===== src/hdl/wake_cfg_pkg.sv =====
package wake_cfg_pkg;

  localparam logic [7:0] CFG_OFFSET   = 8'h08;
  localparam logic [7:0] MASK_OFFSET  = 8'h09;

  localparam logic [7:0] CFG_RESET    = 8'h67;
  localparam logic [7:0] MASK_RESET   = 8'h5F;
  localparam logic [7:0] CFG_WR_MASK  = 8'hF7;
  localparam logic [7:0] MASK_WR_MASK = 8'h5F;

  localparam int CFG_CRIT_BIT   = 7;
  localparam int CFG_STP_DIS    = 6;
  localparam int CFG_SUPER_BIT  = 5;
  localparam int CFG_PD_BIT     = 4;
  localparam int CFG_DLY_LSB    = 0;
  localparam int DLY_W          = 3;

  localparam int FLAG_LIN       = 6;
  localparam int FLAG_ONSW      = 4;
  localparam int FLAG_STATUS    = 3;
  localparam int FLAG_NET       = 2;
  localparam int FLAG_TEMP      = 1;
  localparam int FLAG_VOLT      = 0;

  // order of the pin levels inside the synchroniser vector
  localparam int PIN_LIN        = 0;
  localparam int PIN_ONSW       = 1;
  localparam int PIN_STATUS     = 2;
  localparam int PIN_NET        = 3;
  localparam int PIN_SUPER      = 4;
  localparam int PIN_CRIT       = 5;
  localparam int PIN_LOW        = 6;
  localparam int PIN_SUPPLY_OK  = 7;
  localparam int PIN_STRAP      = 8;
  localparam int PIN_COUNT      = 9;

  localparam logic [1:0] STRAP_WAIT_RESET = 2'h3;
  localparam logic [1:0] CHG_PRIME_RESET  = 2'h3;

  localparam int unsigned CLK_FREQ_KHZ = 10000;
  localparam int unsigned RST_DELAY_US [8] =
    '{1200, 2000, 3000, 4000, 5000, 6000, 8000, 10000};

  function automatic int unsigned delay_cycles(input int unsigned us);
    int unsigned c;
    c = us * CLK_FREQ_KHZ / 1000;
    return (c < 1) ? 1 : c;
  endfunction

  localparam int unsigned RST_DELAY_CYC_DEFAULT [8] = '{
    delay_cycles(RST_DELAY_US[0]), delay_cycles(RST_DELAY_US[1]),
    delay_cycles(RST_DELAY_US[2]), delay_cycles(RST_DELAY_US[3]),
    delay_cycles(RST_DELAY_US[4]), delay_cycles(RST_DELAY_US[5]),
    delay_cycles(RST_DELAY_US[6]), delay_cycles(RST_DELAY_US[7])};

  typedef enum logic [1:0] {
    RST_HELD,
    RST_COUNT,
    RST_RELEASED
  } rst_state_type;

endpackage


===== src/hdl/level_change_if.sv =====
`timescale 1ns/10ps
interface level_change_if #(
  parameter int N = 9
);
  logic [N-1:0] level;
  logic [N-1:0] change;
  logic         primed;

  modport src (output level, output change, output primed);
  modport dst (input level, input change, input primed);
endinterface


===== src/hdl/pin_change_detect.sv =====
`timescale 1ns/10ps
module pin_change_detect #(
  parameter int N = 9
) (
  input  wire logic         clk_i,
  input  wire logic         srst_i,
  input  wire logic [N-1:0] pin_i,
  level_change_if.src       chg
);

  logic [N-1:0] meta_reg;
  logic [N-1:0] sync_reg;
  logic [N-1:0] prev_reg;
  logic [1:0]   prime_reg;

  // meta_reg feeds sync_reg only
  always_ff @(posedge clk_i) begin
    if (srst_i) begin
      meta_reg <= '0;
      sync_reg <= '0;
    end else begin
      meta_reg <= pin_i;
      sync_reg <= meta_reg;
    end
  end

  always_ff @(posedge clk_i) begin
    if (srst_i) begin
      prev_reg  <= '0;
      prime_reg <= wake_cfg_pkg::CHG_PRIME_RESET;
    end else begin
      prev_reg  <= sync_reg;
      if (prime_reg != 2'h0) begin
        prime_reg <= prime_reg - 2'h1;
      end
    end
  end

  // no change is reported until the chain holds real pin levels
  assign chg.level  = sync_reg;
  assign chg.primed = (prime_reg == 2'h0);
  assign chg.change = chg.primed ? (sync_reg ^ prev_reg) : '0;

endmodule


===== src/hdl/wake_config_and_irq_mask.sv =====
`timescale 1ns/10ps
module wake_config_and_irq_mask #(
  parameter int          CNT_W = 17,
  parameter int unsigned RST_DELAY_CYC [8] =
    wake_cfg_pkg::RST_DELAY_CYC_DEFAULT
) (
  input  wire logic       clk_i,
  input  wire logic       srst_i,
  // register port of the control interface
  input  wire logic [7:0] reg_addr_i,
  input  wire logic       reg_wr_i,
  input  wire logic [7:0] reg_wdata_i,
  input  wire logic       reg_rd_i,
  output logic      [7:0] reg_rdata_o,
  // pins and analog comparator levels
  input  wire logic       wake_level_strap_pin_i,
  input  wire logic       lin_level_i,
  input  wire logic       on_switch_level_i,
  input  wire logic       status_pin_level_i,
  input  wire logic       network_activity_level_i,
  input  wire logic       super_voltage_status_i,
  input  wire logic       critical_voltage_status_i,
  input  wire logic       low_voltage_status_i,
  input  wire logic       reset_monitored_supply_ok_i,
  // same-clock inputs from neighbouring logic
  input  wire logic [1:0] low_threshold_select_i,
  input  wire logic [1:0] critical_threshold_select_i,
  input  wire logic       temperature_cross_i,
  input  wire logic       switch_power_event_i,
  input  wire logic       network_wake_cause_i,
  input  wire logic [2:0] general_reset_delay_i,
  input  wire logic [7:0] flag_clear_i,
  // outputs
  output logic            wake_permit_o,
  output logic      [1:0] wake_min_threshold_sel_o,
  output logic            wake_upper_bound_en_o,
  output logic            power_applied_event_o,
  output logic            network_detector_powerdown_o,
  output logic            host_reset_n_o,
  output logic      [7:0] event_flags_o,
  output logic            host_irq_n_o
);

  level_change_if #(.N(wake_cfg_pkg::PIN_COUNT)) pins ();

  logic [wake_cfg_pkg::PIN_COUNT-1:0] pin_raw;

  assign pin_raw[wake_cfg_pkg::PIN_LIN]       = lin_level_i;
  assign pin_raw[wake_cfg_pkg::PIN_ONSW]      = on_switch_level_i;
  assign pin_raw[wake_cfg_pkg::PIN_STATUS]    = status_pin_level_i;
  assign pin_raw[wake_cfg_pkg::PIN_NET]       = network_activity_level_i;
  assign pin_raw[wake_cfg_pkg::PIN_SUPER]     = super_voltage_status_i;
  assign pin_raw[wake_cfg_pkg::PIN_CRIT]      = critical_voltage_status_i;
  assign pin_raw[wake_cfg_pkg::PIN_LOW]       = low_voltage_status_i;
  assign pin_raw[wake_cfg_pkg::PIN_SUPPLY_OK] = reset_monitored_supply_ok_i;
  assign pin_raw[wake_cfg_pkg::PIN_STRAP]     = wake_level_strap_pin_i;

  pin_change_detect #(
    .N(wake_cfg_pkg::PIN_COUNT)
  ) u_pins (
    .clk_i  (clk_i),
    .srst_i (srst_i),
    .pin_i  (pin_raw),
    .chg    (pins.src)
  );

  // ---------------------------------------------------------------
  // register decode
  // ---------------------------------------------------------------
  logic       cfg_sel;
  logic       mask_sel;
  logic       cfg_wr;
  logic       mask_wr;

  // offsets decode on the address alone; the strobes qualify below
  assign cfg_sel  = (reg_addr_i == wake_cfg_pkg::CFG_OFFSET);
  assign mask_sel = (reg_addr_i == wake_cfg_pkg::MASK_OFFSET);
  assign cfg_wr   = reg_wr_i & cfg_sel;
  assign mask_wr  = reg_wr_i & mask_sel;

  // ---------------------------------------------------------------
  // configuration register with strap capture
  // ---------------------------------------------------------------
  logic [7:0] cfg_reg;
  logic [7:0] cfg_next;
  logic [7:0] cfg_written;
  logic [1:0] strap_wait_reg;
  logic [1:0] strap_wait_next;
  logic       strap_load;

  // the strap is read through the synchroniser a few edges after
  // release, so a floating pin during reset never reaches the bit
  assign strap_load      = (strap_wait_reg == 2'h1);
  assign strap_wait_next = (strap_wait_reg != 2'h0) ?
                           strap_wait_reg - 2'h1 : 2'h0;

  assign cfg_written = cfg_wr ?
                       (reg_wdata_i & wake_cfg_pkg::CFG_WR_MASK) :
                       cfg_reg;

  always_comb begin
    cfg_next = cfg_written;
    if (strap_load) begin
      cfg_next[wake_cfg_pkg::CFG_CRIT_BIT] =
        pins.level[wake_cfg_pkg::PIN_STRAP];
    end
  end

  always_ff @(posedge clk_i) begin
    if (srst_i) begin
      cfg_reg        <= wake_cfg_pkg::CFG_RESET;
      strap_wait_reg <= wake_cfg_pkg::STRAP_WAIT_RESET;
    end else begin
      cfg_reg        <= cfg_next;
      strap_wait_reg <= strap_wait_next;
    end
  end

  localparam int DLY_W = wake_cfg_pkg::DLY_W;

  logic             crit_ctl;
  logic             stp_disable;
  logic             super_allow;
  logic [DLY_W-1:0] net_delay_sel;

  assign crit_ctl      = cfg_reg[wake_cfg_pkg::CFG_CRIT_BIT];
  assign stp_disable   = cfg_reg[wake_cfg_pkg::CFG_STP_DIS];
  assign super_allow   = cfg_reg[wake_cfg_pkg::CFG_SUPER_BIT];
  assign net_delay_sel =
    cfg_reg[wake_cfg_pkg::CFG_DLY_LSB +: wake_cfg_pkg::DLY_W];

  // ---------------------------------------------------------------
  // mask register
  // ---------------------------------------------------------------
  logic [7:0] mask_reg;
  logic [7:0] mask_next;

  // the mask only gates the pin; the flags further down ignore it
  assign mask_next = mask_wr ?
                     (reg_wdata_i & wake_cfg_pkg::MASK_WR_MASK) :
                     mask_reg;

  always_ff @(posedge clk_i) begin
    if (srst_i) begin
      mask_reg <= wake_cfg_pkg::MASK_RESET;
    end else begin
      mask_reg <= mask_next;
    end
  end

  // ---------------------------------------------------------------
  // register read
  // ---------------------------------------------------------------
  logic [7:0] rdata_reg;
  logic [7:0] rdata_next;

  // read data holds until the next read strobe
  // unmapped offsets read as zero
  assign rdata_next = cfg_sel  ? cfg_reg  :
                      mask_sel ? mask_reg : 8'h00;

  always_ff @(posedge clk_i) begin
    if (srst_i) begin
      rdata_reg <= 8'h00;
    end else if (reg_rd_i) begin
      rdata_reg <= rdata_next;
    end
  end

  assign reg_rdata_o = rdata_reg;

  // ---------------------------------------------------------------
  // wakeup supply window
  // ---------------------------------------------------------------
  logic       in_low;
  logic       in_crit;
  logic       in_super;
  logic       permit_next;
  logic [1:0] min_sel_next;
  logic       permit_reg;
  logic [1:0] min_sel_reg;
  logic       upper_en_reg;

  assign in_low   = pins.level[wake_cfg_pkg::PIN_LOW];
  assign in_crit  = pins.level[wake_cfg_pkg::PIN_CRIT];
  assign in_super = pins.level[wake_cfg_pkg::PIN_SUPER];

  // critical region blocks wakeup only with the control bit set
  assign permit_next = ~in_low &
                       ~(in_crit & crit_ctl) &
                       ~(in_super & ~super_allow);
  assign min_sel_next = crit_ctl ? critical_threshold_select_i :
                        low_threshold_select_i;

  always_ff @(posedge clk_i) begin
    if (srst_i) begin
      permit_reg   <= 1'b0;
      min_sel_reg  <= 2'h0;
      upper_en_reg <= 1'b0;
    end else begin
      // no permit until the synchroniser holds real supply levels
      permit_reg   <= permit_next & pins.primed;
      min_sel_reg  <= min_sel_next;
      upper_en_reg <= ~super_allow;
    end
  end

  assign wake_permit_o            = permit_reg;
  assign wake_min_threshold_sel_o = min_sel_reg;
  assign wake_upper_bound_en_o    = upper_en_reg;

  // ---------------------------------------------------------------
  // switch-to-power events and detector power
  // ---------------------------------------------------------------
  // one-cycle pulse only; the flag and wake cause live outside
  logic stp_pulse_reg;
  logic pd_reg;

  always_ff @(posedge clk_i) begin
    if (srst_i) begin
      stp_pulse_reg <= 1'b0;
      pd_reg        <= 1'b0;
    end else begin
      stp_pulse_reg <= switch_power_event_i & ~stp_disable;
      pd_reg        <= cfg_reg[wake_cfg_pkg::CFG_PD_BIT];
    end
  end

  assign power_applied_event_o        = stp_pulse_reg;
  assign network_detector_powerdown_o = pd_reg;

  // ---------------------------------------------------------------
  // event flags and interrupt pin
  // ---------------------------------------------------------------
  logic [7:0] flag_reg;
  logic [7:0] flag_set;
  logic [7:0] flag_next;
  logic       irq_n_reg;
  logic       supply_change;

  assign supply_change = pins.change[wake_cfg_pkg::PIN_SUPER] |
                         pins.change[wake_cfg_pkg::PIN_CRIT] |
                         pins.change[wake_cfg_pkg::PIN_LOW];

  always_comb begin
    flag_set = 8'h00;
    flag_set[wake_cfg_pkg::FLAG_LIN] =
      pins.change[wake_cfg_pkg::PIN_LIN];
    flag_set[wake_cfg_pkg::FLAG_ONSW] =
      pins.change[wake_cfg_pkg::PIN_ONSW];
    flag_set[wake_cfg_pkg::FLAG_STATUS] =
      pins.change[wake_cfg_pkg::PIN_STATUS];
    flag_set[wake_cfg_pkg::FLAG_NET] =
      pins.change[wake_cfg_pkg::PIN_NET];
    flag_set[wake_cfg_pkg::FLAG_TEMP] = temperature_cross_i;
    flag_set[wake_cfg_pkg::FLAG_VOLT] = supply_change;
  end

  // a set in the same cycle as its clear wins; masks never touch flags
  assign flag_next = ((flag_reg & ~flag_clear_i) | flag_set) &
                     wake_cfg_pkg::MASK_WR_MASK;

  always_ff @(posedge clk_i) begin
    if (srst_i) begin
      flag_reg  <= 8'h00;
      irq_n_reg <= 1'b1;
    end else begin
      flag_reg  <= flag_next;
      // interrupt follows the flags with one cycle of lag
      irq_n_reg <= ~|(flag_reg & ~mask_reg);
    end
  end

  assign event_flags_o = flag_reg;
  assign host_irq_n_o  = irq_n_reg;

  // ---------------------------------------------------------------
  // reset generator
  // ---------------------------------------------------------------
  wake_cfg_pkg::rst_state_type rst_state_reg;
  wake_cfg_pkg::rst_state_type rst_state_next;
  logic [CNT_W-1:0] rst_cnt_reg;
  logic [CNT_W-1:0] rst_cnt_next;
  logic [2:0]       dly_sel;
  logic [CNT_W-1:0] dly_load;
  logic             supply_ok;
  logic             rst_n_reg;

  assign supply_ok = pins.level[wake_cfg_pkg::PIN_SUPPLY_OK] & pins.primed;
  assign dly_sel   = network_wake_cause_i ? net_delay_sel :
                     general_reset_delay_i;
  // loads delay minus one so the release lands on the last count
  assign dly_load  = CNT_W'(RST_DELAY_CYC[dly_sel] - 1);

  always_comb begin
    rst_state_next = rst_state_reg;
    rst_cnt_next   = rst_cnt_reg;
    case (rst_state_reg)
      wake_cfg_pkg::RST_HELD: begin
        if (supply_ok) begin
          rst_state_next = wake_cfg_pkg::RST_COUNT;
          rst_cnt_next   = dly_load;
        end
      end
      // a supply drop mid-count goes back to held and restarts the delay
      wake_cfg_pkg::RST_COUNT: begin
        if (!supply_ok) begin
          rst_state_next = wake_cfg_pkg::RST_HELD;
        end else if (rst_cnt_reg == '0) begin
          rst_state_next = wake_cfg_pkg::RST_RELEASED;
        end else begin
          rst_cnt_next = rst_cnt_reg - CNT_W'(1);
        end
      end
      wake_cfg_pkg::RST_RELEASED: begin
        if (!supply_ok) begin
          rst_state_next = wake_cfg_pkg::RST_HELD;
        end
      end
      default: begin
        rst_state_next = wake_cfg_pkg::RST_HELD;
      end
    endcase
  end

  always_ff @(posedge clk_i) begin
    if (srst_i) begin
      rst_state_reg <= wake_cfg_pkg::RST_HELD;
      rst_cnt_reg   <= '0;
      rst_n_reg     <= 1'b0;
    end else begin
      rst_state_reg <= rst_state_next;
      rst_cnt_reg   <= rst_cnt_next;
      rst_n_reg     <= (rst_state_next == wake_cfg_pkg::RST_RELEASED);
    end
  end

  assign host_reset_n_o = rst_n_reg;

endmodule


===== config.mk =====
export PLATFORM = sky130hd
export DESIGN_NAME = wake_config_and_irq_mask
export DESIGN_NICKNAME = d
export VERILOG_FILES = /design/src/hdl/wake_cfg_pkg.sv /design/src/hdl/level_change_if.sv /design/src/hdl/pin_change_detect.sv /design/src/hdl/wake_config_and_irq_mask.sv
export SDC_FILE = /design/constraint.sdc
export NUM_CORES = 1
export LEC_CHECK = 0
export ABC_AREA = 1
export BUFFER_PORTS_ARGS = -buffer_cell sky130_fd_sc_hd__clkbuf_2
export CORE_AREA = 4 4 87 89
export CTS_CLUSTER_DIAMETER = 30
export DETAILED_ROUTE_END_ITERATION = 7
export DIE_AREA = 0 0 91 93
export HOLD_SLACK_MARGIN = 0.15
export PLACE_DENSITY = 0.8
export SLEW_MARGIN = 20
export SYNTH_ARGS = -nofsm -noshare
export SYNTH_HDL_FRONTEND = slang
export SYNTH_SLANG_ARGS = --single-unit

===== constraint.sdc =====
create_clock -name clk_i -period 2.9 [get_ports clk_i]
set_input_delay 0.145 -clock clk_i [delete_from_list [all_inputs] [get_ports clk_i]]
set_output_delay 0.145 -clock clk_i [all_outputs]
set_load 0.05 [all_outputs]

## Yosys cells after proc, flatten, opt, wreduce, memory -nomap -nowiden

Memories as Yosys holds them, arrays and structs flattened.
Cells that the tools add are included.

- Flip-flop bits (word level): 83
- Memory bits (read-only): 256
- Bits of input ports: 47
- Output and inout bits: 24
- Logic and storage cells: 86
- Memories: 1

- $add $sub $neg: 4
- $lt $le $gt $ge: 1
- Equal/unequal tests: 9
- Muxes and demuxes: 19
- Bitwise logic cells: 23
- Reduce and logical (&&, ||, !) cells: 10

Memory list:

| name | words | bits a word | read ports | clocked after memory_dff | write ports | RTL line | source |
|---|---|---|---|---|---|---|---|
| (name not given) | 8 | 32 | 1 | 0 | 0 | wake_config_and_irq_mask.sv:293 | `assign dly_load = CNT_W'(RST_DELAY_CYC[dly_sel] - 1);` |

Operators with widths:

| cell | number |
|---|---|
| two-way mux 17 bit | 5 |
| case mux 17 bit (2 select lines) | 1 |
| subtractor 17 x 1 -> 17 bit (second input constant) | 2 |
| logical NOT 17 bit | 1 |
| equality test 8 x 4 -> 1 bit (second input constant) | 2 |
| two-way mux 8 bit | 2 |
| two-way mux 7 bit | 2 |
| two-way mux 2 bit | 6 |
| AND 1 bit | 9 |
| AND 7 x 8 -> 8 bit | 1 |
| inverter 7 -> 8 bit | 1 |
| nonzero test 2 bit | 4 |
| OR reduction 8 bit | 1 |
| AND 7 bit | 1 |
| inverter 7 bit | 1 |
| OR 7 bit | 1 |
| bitwise XOR 7 bit | 1 |
| != test 2 bit (second input constant) | 3 |
| case mux 2 bit (3 select lines) | 1 |
| inverter 1 bit | 5 |
| equality test 2 x 1 -> 1 bit (second input constant) | 2 |
| equality test 2 bit (second input constant) | 2 |
| greater-or-equal comparator 4 bit (second input constant) | 1 |
| logical NOT 2 bit | 2 |
| other kinds (7) | 9 |

## Depth between registers and ports, before layout

- Depth in word-level cells: 8
- Depth in mapped cells: 17
- Depth with buffers taken out: 17

## By module

From an unflattened synthesis, not the netlist that was laid out.

- Cell total of the unflattened synthesis: 582
- Area total of the unflattened synthesis: 3998.8 µm²

Modules (own cells, without submodules):

| module | times used | cells an instance | area each (µm²) | seq. area each (µm²) |
|---|---|---|---|---|
| wake_config_and_irq_mask | 1 | 446 | 2970.3 | 1121.1 |
| pin_change_detect | 1 | 136 | 1028.5 | 580.6 |

## Least setup slack after synthesis

Ideal clock, no wire load.

- Kind: reg-to-reg
- From: register rst_state_reg[1]
- To: register rst_cnt_reg[16]
- Library setup time: 109 ps
- Arrival time: 1812 ps
- Required time: 2791 ps
- Setup slack: 978 ps
- Cell stages (with the launch flop): 17
- Buffers on the path: 2
- Period minus slack after synthesis: 1922 ps
- Cell sequence: dfxtp_1 -> nor2_4 -> inv_2 -> buf_6 -> buf_6 -> nor2_1 -> inv_1 -> ha_1 -> nand2_1 -> a21oi_1 -> nand3_2 -> nor2_4 -> nand3_1 -> nand2_1 -> nand3_1 -> nand2_1 -> inv_1

- Word-level cells in the longest chain between the ends: 3
- Elaborated cells between the ends (all ways): 8
- Those cells by class: eq/ne: 4; mux: 1; reduce/logical: 3

Ends and longest elaborated chain:

| element | RTL line | source |
|---|---|---|
| from (decl) | wake_config_and_irq_mask.sv:280 | `wake_cfg_pkg::rst_state_type rst_state_reg;` |
| from (signal assigned) | wake_config_and_irq_mask.sv:328 | `rst_state_reg <= wake_cfg_pkg::RST_HELD;` |
| from (signal assigned) | wake_config_and_irq_mask.sv:332 | `rst_state_reg <= rst_state_next;` |
| equality test 2 x 1 -> 1 bit / logical NOT 2 bit (equally long branches) | wake_config_and_irq_mask.sv:298 | `case (rst_state_reg)` |
| != test 2 bit (no source line) / nonzero test 2 bit (equally long branches) | n/a |  |
| AND reduction 4 bit (no source line) | n/a |  |
| to (signal assigned) | wake_config_and_irq_mask.sv:333 | `rst_cnt_reg <= rst_cnt_next;` |
| to (decl) | wake_config_and_irq_mask.sv:282 | `logic [CNT_W-1:0] rst_cnt_reg;` |

Several ways; a longest one is shown, not always the timed one.
A chain may end at the register's enable or synchronous reset.

## Worst setup path after layout

Same ends and word-level chain as after synthesis.

==> summary.md <==
| Metric | Value |
|---|---|
| Final nets | `approximately 710` |
| Die Span X | `~91 um` |
| Max cap viols | `0` |
| HP Class | `primary input to flop` |
| Setup TNS | `0 ns` |
| Final setup vio count | `0` |
| Share of layout cells above drive strength 1 | `18.4%` |
| Hold Fails Final Rpt | `0` |
| Post-CTS Repair Setup Buffers | `0` |
| Vias per cell | `~5.2` |
| CTS Buffer Depth | `2` |
| Max FFs per register | `17` |
| Clock skew | `0.00692 ns` |
| Max Freq | `between 400 and 500 MHz` |
| GP Congestion | `approximately 0.93` |
| Worst hold start | `reg_wdata_i[7]` |
| R2R depth | `14` |
| Cell variety after synth | `39` |
| Most frequent cells in the layout | `109 x nand2_1, 102 x inv_1, 83 x dfxtp_1` |
| Initial Utilization | `between 50% and 60%` |
| Worst setup EP type | `flop` |
| Synth Flop Type | `dfxtp_1` |
| Fill cells | `roughly 550` |
| Detailed-route DRC error count | `0` |
| Maximum vdd drop | `approximately 0.00042 V` |
| Yosys warning count | `0` |
| Cell count along the critical path | `14` |
| Avg Cell Area, Syn | `around 7.1 um^2` |
| Initial antenna violation count | `0` |
| First-pass GRT wire length | `between 15,000 and 20,000 um` |
| GR Util All Layers | `a little under a quarter` |
| CP Data Required Time | `~3.2 ns` |
| R2r endpoint | `rst_cnt_reg[16]$_SDFFE_PP0P_` |
| Gr ovfl total | `0` |
| Crit-path most repeated cell | `nand2_1` |
| Seq/Total Area, Yosys | `approximately two fifths` |
| Total Power | `approximately 2400 uW` |
| Syn Std Cell Area | `about 4000 um^2` |
| CP Max Fanout | `20` |
| I/O pins | `just over 70` |
| CP arrival | `~2.5 ns` |
| Pin count of the biggest net entering global routing | `48` |
| Slowest cell on the critical path | `dfxtp_1` |
| FF-to-FF setup slack | `0.61 ns` |
| Dpl cell area | `4330 um^2` |
| Worst slew pin tran | `~0.75 ns` |
| Slowest stage delay, CP | `0.38 ns` |
| DP HPWL | `6340 um` |
| Total CTS buffers | `9` |
| Cell count after synthesis | `~560` |
| EDFF count, synth | `0` |
| CP startpoint kind | `flop` |
| Ant. Diodes | `0` |
| Die Y | `around 93 um` |
| Dpl cells | `between 600 and 700` |
| Crit path cell chain | `nor2_4, inv_2, nor2_1, inv_1, ha_1, nand2_1, a21oi_1, nand3_2, nor2_4, nand3_1, nand2_1, nand3_1, nand2_1, inv_1` |
| DRT Pass-1 Iters | `5` |
| WL per Instance | `approximately 13 um` |
| Final period utilization | `approximately four fifths` |
| RSZ-0062 raised after global routing | `no` |
| Reg-to-Reg Start | `rst_state_reg[1]$_SDFF_PP0_` |
| Non-Filler Instances | `around 740` |
| WL final | `~9400 um` |
| Final max-slew violation count | `0` |
| Slew margin rel. | `around 50%` |
| Post-route ant nets | `0` |
| Drt first-iter violations | `~400` |
| Total die area | `8460 um^2` |
| Port bufs | `66` |
| Pwr Density | `496 nW/um^2` |
| #FFs+latches synth | `83` |
| Kind of cell adding the most delay to the critical path | `simple AND/OR/NAND/NOR gates` |
| H-tree Lvls | `3` |
| Most common cell after layout, fill and taps aside | `nand2_1` |
| P_leak | `roughly 0.0024 uW` |
| Number of global-route vias before repair | `between 3,000 and 4,000` |
| Asr flop ratio synth | `0%` |
| CTS tree | `yes` |
| Clock latency at the later pin of the worst-skew pair | `roughly 0.35 ns` |
| Post-route cell area | `4810 um^2` |
| Total number of vias | `~3,800` |
| Crit path kind | `flop to flop` |
| Hold EP | `cfg_reg[7]$_SDFFE_PP0P_` |
| CTS sink count | `a little over 80` |
| Clock root cell | `clkbuf_8` |
| Area growth syn-to-layout | `20.7%` |
| Hold path depth | `5` |
| Post-CTS sizing | `0` |
| Final min period | `around 2.3 ns` |
| Crit path buffers/inverters | `3` |
| # rows | `30` |
| Status | `finished, final reports clean` |
| Core area | `around 6800 um^2` |
| Worst-path clk slew | `approximately 0.080 ns` |
## through the flow
step                setup slack, ns  util (%)  hold slack (ns)
detailed placement            0.676      64.1            0.342
global placement              0.706      64.1            0.337
global route                  0.304      71.1            0.184
CTS                           0.621      71.1            0.171
finish                        0.612      71.1            0.172
floorplan                     0.978         -            0.252
## metal layers
| metal | global-route usage, % | vias to the layer above | part of all wire (%) |
|---|---|---|---|
| li1 | - | 1948 | - |
| met1 | 27.6 | 1697 | 42 |
| met2 | 40.5 | 141 | 48 |
| met3 | 4.91 | 26 | 6.1 |
| met4 | 9.80 | 0 | 3.1 |
| met5 | 0 | - | 0 |
## synthesized netlist by cell type, types with 4 or more instances
library cell | instances | area (um^2)
ha_1 | 8 | 100
dfxtp_1 | 83 | 1660
buf_2 | 4 | 20.0
inv_1 | 102 | 383
buf_1 | 4 | 15.0
nand3_2 | 4 | 40.0
nor2_1 | 60 | 225
nand4_1 | 6 | 37.5
nand2_4 | 4 | 45.0
nand3_1 | 34 | 170
nand2_1 | 109 | 409
nand2_2 | 12 | 75.1
inv_2 | 5 | 18.8
a21oi_1 | 36 | 180
o211ai_1 | 17 | 128
o21ai_0 | 29 | 145
clkbuf_1 | 5 | 18.8
## repair_timing
item,4_1_cts,5_1_grt
setup endpoints to repair,0,0
hold buffers,28,0
hold endpoints to repair,30,0
## tightest hold or removal path: cells and delay by family
kind	cells	cell delay (ns)
AND/OR/NAND/NOR	1	0.05
buffers and inverters	2	0.14
AO/OA/AOI/OAI	2	0.17
## cell type report
class / count / area (um^2) / area share, %
timing repair buffer: 97 / 633 / 13.2
multi-input combinational: 354 / 1810 / 37.8
clock buffer: 11 / 131 / 2.73
tap: 80 / 100 / 2.08
clock inverter: 5 / 60.1 / 1.25
sequential: 83 / 1660 / 34.6
inverter: 108 / 405 / 8.44
## logic make-up after synthesis
family,share of synthesized area (%)
other cells,0.0942
xor+xnor,0.880
simple gates,28.5
compound gates,13.5
fa+ha+maj,2.52
buf+inv,12.8
flops,41.7
## how the worst max path moves through the flow
stage	start	end
final	rst_state_reg[1]$_SDFF_PP0_	rst_cnt_reg[16]$_SDFFE_PP0P_
after global routing	rst_state_reg[1]$_SDFF_PP0_	rst_cnt_reg[16]$_SDFFE_PP0P_
after CTS	rst_state_reg[1]$_SDFF_PP0_	rst_cnt_reg[16]$_SDFFE_PP0P_
after detailed placement	rst_state_reg[1]$_SDFF_PP0_	rst_cnt_reg[16]$_SDFFE_PP0P_
after global placement	rst_state_reg[1]$_SDFF_PP0_	rst_cnt_reg[16]$_SDFFE_PP0P_
after floorplan	rst_state_reg[1]$_SDFF_PP0_	rst_cnt_reg[16]$_SDFFE_PP0P_
## where the power goes
| group | leakage (uW) | internal [uW] | switching, uW |
|---|---|---|---|
| registers | 0.000677 | 1180 | 20.2 |
| clock network | 0.0000943 | 404 | 424 |
| logic | 0.00165 | 130 | 228 |
Note: power is estimated with default switching activity, not from simulation.
